File: src/common/satellite_cascade_defs.vh
// Purpose: Shared constants of the satellite cascade and handshake block
// Assumes: 125 MHz clock, classic Wishbone register access
// Notes: Definitions only
`ifndef SATELLITE_CASCADE_DEFS_VH
`define SATELLITE_CASCADE_DEFS_VH

// Clock and strobe timing
`define CLK_MHZ 125
`define STROBE_NS 40
`define STROBE_CYC ((`STROBE_NS * `CLK_MHZ + 999) / 1000)

// Widths and FIFO depth
`define ADDR_W 6
`define WORD_W 16
`define CODE_W 4
`define FIFO_DEPTH 8

// Command codes
`define CMD_BASIC_A 4'h0
`define CMD_BASIC_B 4'h8
`define CMD_IDENT_A 4'h7
`define CMD_IDENT_B 4'hF

// Register byte offsets
`define REG_CTRL 8'h00
`define REG_STATUS 8'h04
`define REG_SAMPLE 8'h08
`define REG_STROBES 8'h0C
`define REG_IDENT 8'h10

// Control fields and reset value
`define CTRL_RESP_EN 0
`define CTRL_HS_OFF 1
`define CTRL_RESET 32'h0000_0001

// Status fields
`define ST_HS_ACTIVE 0
`define ST_FIFO_FULL 1
`define ST_FIFO_EMPTY 2
`define ST_HELD 3
`define ST_TX_BUSY 4

// Ident word reset value, arbitrary
`define IDENT_RESET 16'h0000

`endif

File: src/response_fifo.v
// Purpose: Response word buffer with valid and ready on both sides
// Assumes: Single clock, synchronous active high reset
// Notes: Honest full and empty, no write while full
module response_fifo #(
  parameter WIDTH = 16,
  parameter DEPTH = 8,
  parameter AW = 3
) (
  input wire clk_i,
  input wire rst_i,
  input wire ce_i,
  input wire in_valid_i,
  output wire in_ready_o,
  input wire [WIDTH-1:0] in_data_i,
  output wire out_valid_o,
  input wire out_ready_i,
  output wire [WIDTH-1:0] out_data_o,
  output wire full_o,
  output wire empty_o
);

  reg [WIDTH-1:0] mem [0:DEPTH-1];
  reg [AW-1:0] wr_ptr;
  reg [AW-1:0] rd_ptr;
  reg [AW:0] count;
  wire push;
  wire pop;

  assign full_o = (count == DEPTH);
  assign empty_o = (count == 0);
  assign in_ready_o = !full_o;
  assign out_valid_o = !empty_o;
  assign out_data_o = mem[rd_ptr];
  assign push = ce_i && in_valid_i && !full_o;
  assign pop = ce_i && out_ready_i && !empty_o;

  always @(posedge clk_i) begin
    if (push) begin
      mem[wr_ptr] <= in_data_i;
    end
  end

  always @(posedge clk_i) begin
    if (rst_i) begin
      wr_ptr <= {AW{1'b0}};
      rd_ptr <= {AW{1'b0}};
      count <= {(AW+1){1'b0}};
    end else begin
      if (push) begin
        wr_ptr <= wr_ptr + 1'b1;
      end
      if (pop) begin
        rd_ptr <= rd_ptr + 1'b1;
      end
      if (push && !pop) begin
        count <= count + 1'b1;
      end else if (pop && !push) begin
        count <= count - 1'b1;
      end
    end
  end

endmodule // response_fifo

File: src/response_shifter.v
// Purpose: Shifts response words out serially, MSB first
// Assumes: Words arrive from the response buffer
// Notes: Enable stays high for the whole word
module response_shifter #(
  parameter WIDTH = 16
) (
  input wire clk_i,
  input wire rst_i,
  input wire ce_i,
  input wire word_valid_i,
  output wire word_ready_o,
  input wire [WIDTH-1:0] word_i,
  output reg tx_en_o,
  output reg tx_bit_o
);

  reg [WIDTH-1:0] shift;
  reg [4:0] left;

  assign word_ready_o = (left == 5'd0);

  always @(posedge clk_i) begin
    if (rst_i) begin
      shift <= {WIDTH{1'b0}};
      left <= 5'd0;
      tx_en_o <= 1'b0;
      tx_bit_o <= 1'b0;
    end else if (ce_i) begin
      if (left == 5'd0) begin
        tx_en_o <= 1'b0;
        tx_bit_o <= 1'b0;
        if (word_valid_i) begin
          shift <= word_i;
          left <= WIDTH[4:0];
        end
      end else begin
        tx_en_o <= 1'b1;
        tx_bit_o <= shift[WIDTH-1];
        shift <= {shift[WIDTH-2:0], 1'b0};
        left <= left - 5'd1;
      end
    end
  end

endmodule // response_shifter

File: src/satellite_cascade_handshake.v
// Purpose: Satellite node chaining and handshake-gated input sampling
// Assumes: Commands arrive already decoded and addressed to this node
// Notes: Counter function lives outside; requests are routed to it
//
// Overview of operation
// - Handshake on: strobe only for codes 0, 8
// - Next-address outputs carry station address plus one
// - Clock-chain output forwards clock, even in reset
// - Receive stream passed unchanged to chain output
// - OR enables; OR enable-gated data streams
// - Address chaining only with address-output mode high
// - Lost response: keep sample, send next scan
// - Corrupted command: no sample is lost
// - Counter read and clear codes go to counter
// - Handshake select low enables handshake
// - Handshake on: strobe only after acknowledged response
// - Blocked sample: resend previous value, no strobe
// - Sample all inputs at strobe start
//
// The implementer's own choices: the Wishbone slave port and the register offsets.
`include "satellite_cascade_defs.vh"

module satellite_cascade_handshake (
  input wire clk_i,
  input wire rst_i,
  input wire ce_i,
  // Wishbone slave
  input wire wb_cyc_i,
  input wire wb_stb_i,
  input wire wb_we_i,
  input wire [7:0] wb_adr_i,
  input wire [3:0] wb_sel_i,
  input wire [31:0] wb_dat_i,
  output reg [31:0] wb_dat_o,
  output reg wb_ack_o,
  // Station addressing
  input wire [5:0] station_address_in_i,
  input wire address_output_mode_i,
  output reg [5:0] next_station_address_out_o,
  // Chain pins
  output wire clock_chain_out_o,
  input wire serial_receive_in_i,
  output reg receive_chain_out_o,
  input wire chained_tx_enable_in_i,
  input wire chained_tx_data_in_i,
  output reg transmit_enable_out_o,
  output reg transmit_data_out_o,
  // Decoded command packet
  input wire cmd_valid_i,
  input wire [3:0] cmd_code_i,
  input wire cmd_rp_ok_i,
  output reg cmd_ready_o,
  // Handshake and sampling
  input wire handshake_select_n_i,
  input wire [15:0] parallel_input_pins_i,
  output reg input_sample_strobe_o,
  // Counter function
  output reg counter_req_o,
  output reg [3:0] counter_code_o,
  input wire [15:0] counter_value_i
);

  ////////////////////////////////////////////////////////////////////
  // Declarations

  reg [31:0] ctrl;
  reg [15:0] ident;
  reg [15:0] held_sample;
  reg [15:0] strobe_count;
  reg held_valid;
  reg [3:0] strobe_left;
  reg wait_counter;
  reg [15:0] resp_word;
  reg resp_valid;
  wire fifo_in_ready;
  wire fifo_out_valid;
  wire [15:0] fifo_out_data;
  wire fifo_full;
  wire fifo_empty;
  wire shifter_ready;
  wire own_tx_en;
  wire own_tx_bit;
  wire hs_active;
  wire basic_cmd;
  wire ident_cmd;
  wire take_cmd;
  wire take_sample;
  wire wb_req;
  wire [3:0] strobe_len;

  // Strobe length cut to the counter's width on purpose
  localparam integer STROBE_CYCLES = `STROBE_CYC;
  assign strobe_len = STROBE_CYCLES[3:0];

  ////////////////////////////////////////////////////////////////////
  // Command classification

  assign hs_active = !handshake_select_n_i && !ctrl[`CTRL_HS_OFF];
  assign basic_cmd = (cmd_code_i == `CMD_BASIC_A) ||
                     (cmd_code_i == `CMD_BASIC_B);
  assign ident_cmd = (cmd_code_i == `CMD_IDENT_A) ||
                     (cmd_code_i == `CMD_IDENT_B);
  assign take_cmd = ce_i && cmd_valid_i && cmd_ready_o && !wait_counter;
  // Fresh sample when handshake is off or the last answer was acknowledged
  assign take_sample = take_cmd && basic_cmd &&
                       (!hs_active || cmd_rp_ok_i);

  ////////////////////////////////////////////////////////////////////
  // Clock forwarding

  // Passes the driving clock through untouched; never gated by reset
  assign clock_chain_out_o = clk_i;

  ////////////////////////////////////////////////////////////////////
  // Address chaining, kept out of reset so it settles early

  always @(posedge clk_i) begin
    if (ce_i) begin
      if (address_output_mode_i) begin
        next_station_address_out_o <= station_address_in_i + 6'h01;
      end else begin
        next_station_address_out_o <= 6'h00;
      end
    end
  end

  ////////////////////////////////////////////////////////////////////
  // Receive pass-through and transmit merging

  always @(posedge clk_i) begin
    if (rst_i) begin
      receive_chain_out_o <= 1'b0;
      transmit_enable_out_o <= 1'b0;
      transmit_data_out_o <= 1'b0;
    end else if (ce_i) begin
      receive_chain_out_o <= serial_receive_in_i;
      transmit_enable_out_o <= own_tx_en | chained_tx_enable_in_i;
      // Idle last node relies on chained enable held low; chained data is gated by it
      transmit_data_out_o <= (own_tx_en & own_tx_bit) |
        (chained_tx_enable_in_i & chained_tx_data_in_i);
    end
  end

  ////////////////////////////////////////////////////////////////////
  // Sampling, strobe and held value

  always @(posedge clk_i) begin
    if (rst_i) begin
      held_sample <= 16'h0000;
      held_valid <= 1'b0;
      strobe_left <= 4'h0;
      input_sample_strobe_o <= 1'b0;
      strobe_count <= 16'h0000;
    end else if (ce_i) begin
      if (take_sample) begin
        // Pins are captured on the strobe's first cycle
        held_sample <= parallel_input_pins_i;
        held_valid <= 1'b1;
        strobe_left <= strobe_len;
        input_sample_strobe_o <= 1'b1;
        strobe_count <= strobe_count + 16'h0001;
      end else if (strobe_left > 4'h1) begin
        strobe_left <= strobe_left - 4'h1;
      end else begin
        strobe_left <= 4'h0;
        input_sample_strobe_o <= 1'b0;
      end
    end
  end

  ////////////////////////////////////////////////////////////////////
  // Response word assembly

  // Counter codes wait one cycle for the external counter value
  always @(posedge clk_i) begin
    if (rst_i) begin
      resp_word <= 16'h0000;
      resp_valid <= 1'b0;
      wait_counter <= 1'b0;
      counter_req_o <= 1'b0;
      counter_code_o <= 4'h0;
    end else if (ce_i) begin
      counter_req_o <= 1'b0;
      if (resp_valid && fifo_in_ready) begin
        resp_valid <= 1'b0;
      end
      if (wait_counter) begin
        wait_counter <= 1'b0;
        resp_word <= counter_value_i;
        resp_valid <= ctrl[`CTRL_RESP_EN];
      end else if (take_cmd) begin
        if (basic_cmd) begin
          // Blocked sample resends the held value without a strobe
          resp_word <= take_sample ? parallel_input_pins_i
                                   : held_sample;
          resp_valid <= ctrl[`CTRL_RESP_EN];
        end else if (ident_cmd) begin
          resp_word <= ident;
          resp_valid <= ctrl[`CTRL_RESP_EN];
        end else begin
          counter_req_o <= 1'b1;
          counter_code_o <= cmd_code_i;
          wait_counter <= 1'b1;
        end
      end
    end
  end

  // Back-pressure: refuse commands while a word is still pending
  always @(posedge clk_i) begin
    if (rst_i) begin
      cmd_ready_o <= 1'b0;
    end else if (ce_i) begin
      cmd_ready_o <= fifo_in_ready && !fifo_full && !take_cmd &&
                     !wait_counter && !resp_valid;
    end
  end

  ////////////////////////////////////////////////////////////////////
  // Response buffer and serial shifter

  response_fifo #(
    .WIDTH(`WORD_W),
    .DEPTH(`FIFO_DEPTH),
    .AW(3)
  ) u_fifo (
    .clk_i(clk_i),
    .rst_i(rst_i),
    .ce_i(ce_i),
    .in_valid_i(resp_valid),
    .in_ready_o(fifo_in_ready),
    .in_data_i(resp_word),
    .out_valid_o(fifo_out_valid),
    .out_ready_i(shifter_ready),
    .out_data_o(fifo_out_data),
    .full_o(fifo_full),
    .empty_o(fifo_empty)
  );

  response_shifter #(
    .WIDTH(`WORD_W)
  ) u_shifter (
    .clk_i(clk_i),
    .rst_i(rst_i),
    .ce_i(ce_i),
    .word_valid_i(fifo_out_valid),
    .word_ready_o(shifter_ready),
    .word_i(fifo_out_data),
    .tx_en_o(own_tx_en),
    .tx_bit_o(own_tx_bit)
  );

  ////////////////////////////////////////////////////////////////////
  // Wishbone register slave

  assign wb_req = wb_cyc_i && wb_stb_i && !wb_ack_o;

  always @(posedge clk_i) begin
    if (rst_i) begin
      wb_ack_o <= 1'b0;
      wb_dat_o <= 32'h0000_0000;
      ctrl <= `CTRL_RESET;
      ident <= `IDENT_RESET;
    end else if (ce_i) begin
      wb_ack_o <= wb_req;
      wb_dat_o <= 32'h0000_0000;
      if (wb_req && wb_we_i) begin
        case (wb_adr_i)
          `REG_CTRL: begin
            if (wb_sel_i[0]) begin
              ctrl[1:0] <= wb_dat_i[1:0];
            end
          end
          `REG_IDENT: begin
            if (wb_sel_i[0]) begin
              ident[7:0] <= wb_dat_i[7:0];
            end
            if (wb_sel_i[1]) begin
              ident[15:8] <= wb_dat_i[15:8];
            end
          end
          default: begin
          end
        endcase
      end else if (wb_req) begin
        case (wb_adr_i)
          `REG_CTRL: wb_dat_o <= {30'd0, ctrl[1:0]};
          `REG_STATUS: begin
            wb_dat_o[`ST_HS_ACTIVE] <= hs_active;
            wb_dat_o[`ST_FIFO_FULL] <= fifo_full;
            wb_dat_o[`ST_FIFO_EMPTY] <= fifo_empty;
            wb_dat_o[`ST_HELD] <= held_valid;
            wb_dat_o[`ST_TX_BUSY] <= own_tx_en;
          end
          `REG_SAMPLE: wb_dat_o <= {16'h0000, held_sample};
          `REG_STROBES: wb_dat_o <= {16'h0000, strobe_count};
          `REG_IDENT: wb_dat_o <= {16'h0000, ident};
          default: wb_dat_o <= 32'h0000_0000;
        endcase
      end
    end
  end

endmodule // satellite_cascade_handshake

File: config.mk
export PLATFORM = sky130hd
export DESIGN_NAME = satellite_cascade_handshake
export DESIGN_NICKNAME = d
export VERILOG_FILES = /design/src/response_fifo.v /design/src/response_shifter.v /design/src/satellite_cascade_handshake.v
export VERILOG_INCLUDE_DIRS = /design/src /design/src/common
export SDC_FILE = /design/constraint.sdc
export NUM_CORES = 1
export LEC_CHECK = 0
export ABC_AREA = 1
export BUFFER_PORTS_ARGS = -buffer_cell sky130_fd_sc_hd__buf_2
export CAP_MARGIN = 10
export CORE_MARGIN = 2
export CORE_UTILIZATION = 33
export CTS_CLUSTER_DIAMETER = 120
export DETAILED_ROUTE_END_ITERATION = 6
export PLACE_DENSITY_LB_ADDON = 0.1
export SYNTH_ARGS = -nofsm -noshare
export SYNTH_HDL_FRONTEND = slang
export SYNTH_SLANG_ARGS = --single-unit
File: constraint.sdc
create_clock -name clk_i -period 3.8 [get_ports clk_i]
set_input_delay 0.76 -clock clk_i [delete_from_list [all_inputs] [get_ports clk_i]]
set_output_delay 0.76 -clock clk_i [all_outputs]
set_load 0.02 [all_outputs]
Word-level counts from Yosys, hierarchy flattened
Memories as Yosys holds them, arrays and structs flattened. A register that Yosys moved wholly into a read port is not among the register bits.
Cells that the tools add are included.
{"block": "totals", "regBits": 154, "mem_bits_rw": 128, "inputBits": 99, "output_inout_bits": 50, "elab_cells": 135, "n_memories": 1}
{"memory": "u_fifo.mem", "depth": 8, "width": 16, "rd": 1, "rd_clocked_by_memory_dff": 1, "wr": 1, "line": "response_fifo.v:22", "source": "reg [WIDTH-1:0] mem [0:DEPTH-1];"}
{"block": "classes", "n_addsub": 8, "n_lt_le_gt_ge": 1, "n_eq_ne": 10, "n_mux": 34, "bitwise": 7, "reduce_logical": 48}
{"cell": "$mux 16", "count": 9}
{"cell": "$pmux 11 s3", "count": 1}
{"cell": "$pmux 5 s5", "count": 1}
{"cell": "$logic_and 1x1->1", "count": 19}
{"cell": "$add 16x1->16 const B", "count": 1}
{"cell": "$eq 8x4->1 const B", "count": 2}
{"cell": "$mux 4", "count": 4}
{"cell": "$mux 1", "count": 15}
{"cell": "$eq 4x4->1 const B", "count": 3}
{"cell": "$reduce_and 4->1", "count": 3}
{"cell": "$logic_not 1->1", "count": 11}
{"cell": "$mux 5", "count": 2}
{"cell": "$eq 8x3->1 const B", "count": 1}
{"cell": "$eq 8x5->1 const B", "count": 1}
{"cell": "$logic_not 4->1", "count": 2}
{"cell": "$logic_not 8->1", "count": 1}
{"cell": "$sub 4x1->4 const B", "count": 2}
{"cell": "$add 3x1->3 const B", "count": 2}
{"cell": "$add 6x1->6 const B", "count": 1}
{"cell": "$mux 3", "count": 2}
{"cell": "$reduce_and 2->1", "count": 3}
{"cell": "$logic_not 5->1", "count": 1}
{"cell": "$reduce_and 5->1", "count": 1}
{"cell": "$sub 5x1->5 const B", "count": 1}
{"cell": "11 further kinds", "count": 19}

Longest topological paths before layout
{"block": "depth", "depth_word": 9, "mapped_depth": 16, "mapped_depth_nobuf": 16}

Modules after synthesis
From an unflattened synthesis, not the netlist that was laid out.
{"block": "hier_totals", "hier_cells": 1507, "area_unflattened_um2": 12683.4}
{"module": "response_fifo", "n_inst": 1, "cells_per_inst": 528, "area_per_inst_um2": 5858.1, "seq_area_each_um2": 4103.9}
{"module": "satellite_cascade_handshake", "n_inst": 1, "cells_per_inst": 793, "area_per_inst_um2": 5612.9, "seq_area_each_um2": 2162.1}
{"module": "response_shifter", "n_inst": 1, "cells_per_inst": 186, "area_per_inst_um2": 1212.4, "seq_area_each_um2": 460.4}

==> summary.txt <==
Ant diodes - 0
Biggest cell delay along the critical path - 0.15 ns
CTS tree - done
Slew @ Worst Pin - 1.10 ns
First drt pass iteration count - 5
Rows - 69
Drt drc - 0
Critical Path RT - 3.04 ns
Layout cells sized above 1 - 0.142
Die Ht - 193 um
Worst skew pair latency - 0.66 ns
Crit path max fanout - 2
Antenna Nets Post-Route - 0
Hold-fix buffer count after cts - 0
Multi-input logic area - 4340 um^2
Endpoints failing setup - 0
Post-placement worst setup slack - 0.823 ns
Worst setup EP type - output port
Die width - 193 um
Status - finished, final reports clean
Synth warnings - 0
Critical path's slowest cell - buf_2
Relative slew slack - 0.269
Iteration-0 DRC Markers - 510
CP Cell Sequence - clkbuf_16 > clkbuf_16 > buf_2
FF+latch count, synth - 269
Setup Buffers After CTS - 0
Final TNS setup - 0 ns
Synth area leader - edfxtp_1
Gate Count Post-Synth - 1359
First-pass GRT wire length - 49.2 mm
FF+latch area - 6730 um^2
Most frequent cells in the layout - 212 x nand2_1, 204 x nor2_1, 148 x o21ai_0
Synth-to-layout area growth - 17.0%
Ys async rst share - 0
Sequential share of the synthesized area - 0.568
Clock Pin Slew Worst Setup and Hold Paths - 0.06 ns
Yosys cell types - 37
Top cell by count, worst path - clkbuf_16
Vias in the first global route - 8922
Ports - 149
Via Count - 9328
GPL Wtd Cong - 0.836
Max-capacitance violation count - 0
Cell Pwr Density - 583 nW/um^2
Initial antenna violation count - 0
Final Power - 0.00808 W
Die area - 37400 um^2
EDFF count, synth - 134
Top cells by area, synth - edfxtp_1 34%, dfxtp_1 23%, nand2_1 6.7%, nor2_1 6.5%, o21ai_0 6.3%
Largest net degree at the start of global routing - 65
Filler cell count - 3590
Crit start category - clock port
RSZ-0062 raised after global routing - no
Syn avg cell area - 8.71 um^2
Worst EP arrival - 2.29 ns
Fin nets - 1574
Commonest non-fill, non-tap cell in the layout - nand2_1
Final wirelength - 31.6 mm
Final Max Tran Viols - 0
Total track usage - 0.164
Final Util - 0.390
Crit path kind - clk -> out
Top cell type's share of synthesized area - 0.340
Vias per cell - 4.79
Gr ovfl total - 0
Worst setup margin - 0.750 ns
Non-Filler Instances - 1949
CTS resizes - 0
Synthesized area - 11800 um^2
Leakage power - 5.33 nW
Final Skew - 0.0131 ns
Post-DP HPWL - 20.3 mm
Placed cell count - 1888
Initial Util - 0.334
Peak supply drop - 0.335 mV
Port bufs - 114
Avg WL per Cell - 16.2 um
Top_reg_cell synth - dfxtp_1
Final Hold Vio Count - 0
Core area - 35500 um^2
Hold Path Class - in -> reg
-- Yosys cell counts, types with 2 or more instances --
master / count
nor2_1: 204
nand2_1: 212
nor3_1: 19
nand4_2: 2
nor2_2: 4
buf_2: 16
nand4_1: 3
o211ai_1: 41
edfxtp_1: 134
a21oi_1: 142
buf_1: 3
dfxtp_1: 135
xnor2_1: 4
clkbuf_1: 43
inv_2: 3
o21ai_0: 148
ha_1: 11
clkinv_1: 2
nand3_1: 79
nand3_2: 2
xor2_1: 6
buf_4: 21
nand2_2: 11
inv_1: 101
-- area by class of cell --
cell class | count | share of cell area
multi-input combinational | 914 | 0.313
tap | 461 | 0.0416
inverter | 107 | 0.0291
clock buffer | 46 | 0.0662
timing repair buffer | 136 | 0.0533
clock inverter | 16 | 0.0109
sequential | 269 | 0.486
-- per-layer routing --
layer / vias to the layer above / track usage / routed length (um) / part of all wire
met5: - / 0 / 0 / 0
met4: 0 / 0.0331 / 410 / 0.013
met3: 40 / 0.0206 / 1270 / 0.040
met2: 145 / 0.291 / 15900 / 0.50
met1: 4365 / 0.215 / 14100 / 0.45
li1: 4778 / - / - / -
-- cell families after synthesis --
logic type,synth area share
flip-flops,0.568
AND/OR/NAND/NOR,0.188
AO/OA/AOI/OAI,0.153
XOR/XNOR,0.00740
adder cells (fa/ha/maj),0.0133
buffers and inverters,0.0700
other,0.000317
-- stage by stage --
| stage | area, um^2 | hold slack, ns |
|---|---|---|
| after floorplan | 11900 | 0.422 |
| after global placement | 12800 | 0.444 |
| after detailed placement | 12800 | 0.447 |
| after CTS | 13900 | 0.313 |
| after global routing | 13900 | 0.331 |
| final | 13900 | 0.331 |
-- registers in the layout, indices dropped and copies added, names as in the netlist, 4 cells and up, named ones only --
register                    flops
next_station_address_out_o      6
wb_dat_o                       16
ident                          16
strobe_left                     4
strobe_count                   16
held_sample                    16
resp_word                      16
u_fifo.count                    4
u_fifo.mem                    128
u_shifter.shift                16
u_shifter.left                  5
counter_code_o                  4
-- path summary, 6_finish.rpt --
check / endpoint / slack, ns / startpoint / cells after the start
min reg2reg: u_shifter.left[0]$_SDFFE_PP0P_ / 0.45 / u_shifter.left[0]$_SDFFE_PP0P_ / 1
max: clock_chain_out_o / 0.75 / clk_i / 3
max reg2reg: u_fifo.count[3]$_SDFFE_PP0P_ / 1.07 / u_shifter.left[0]$_SDFFE_PP0P_ / 15
min: receive_chain_out_o$_SDFFE_PP0P_ / 0.33 / serial_receive_in_i / 3
-- critical path: cells and delay by family --
family | cells | cell delay, ns
buf+inv | 3 | 0.39
-- where the power goes --
part | internal [W] | total (W) | switching, W
sequential | 0.00317 | 0.00331 | 0.000136
clock | 0.00188 | 0.00307 | 0.00119
combinational | 0.000532 | 0.00171 | 0.00118
total | 0.00558 | 0.00808 | 0.00251
Power figures use the tool's default switching activity.
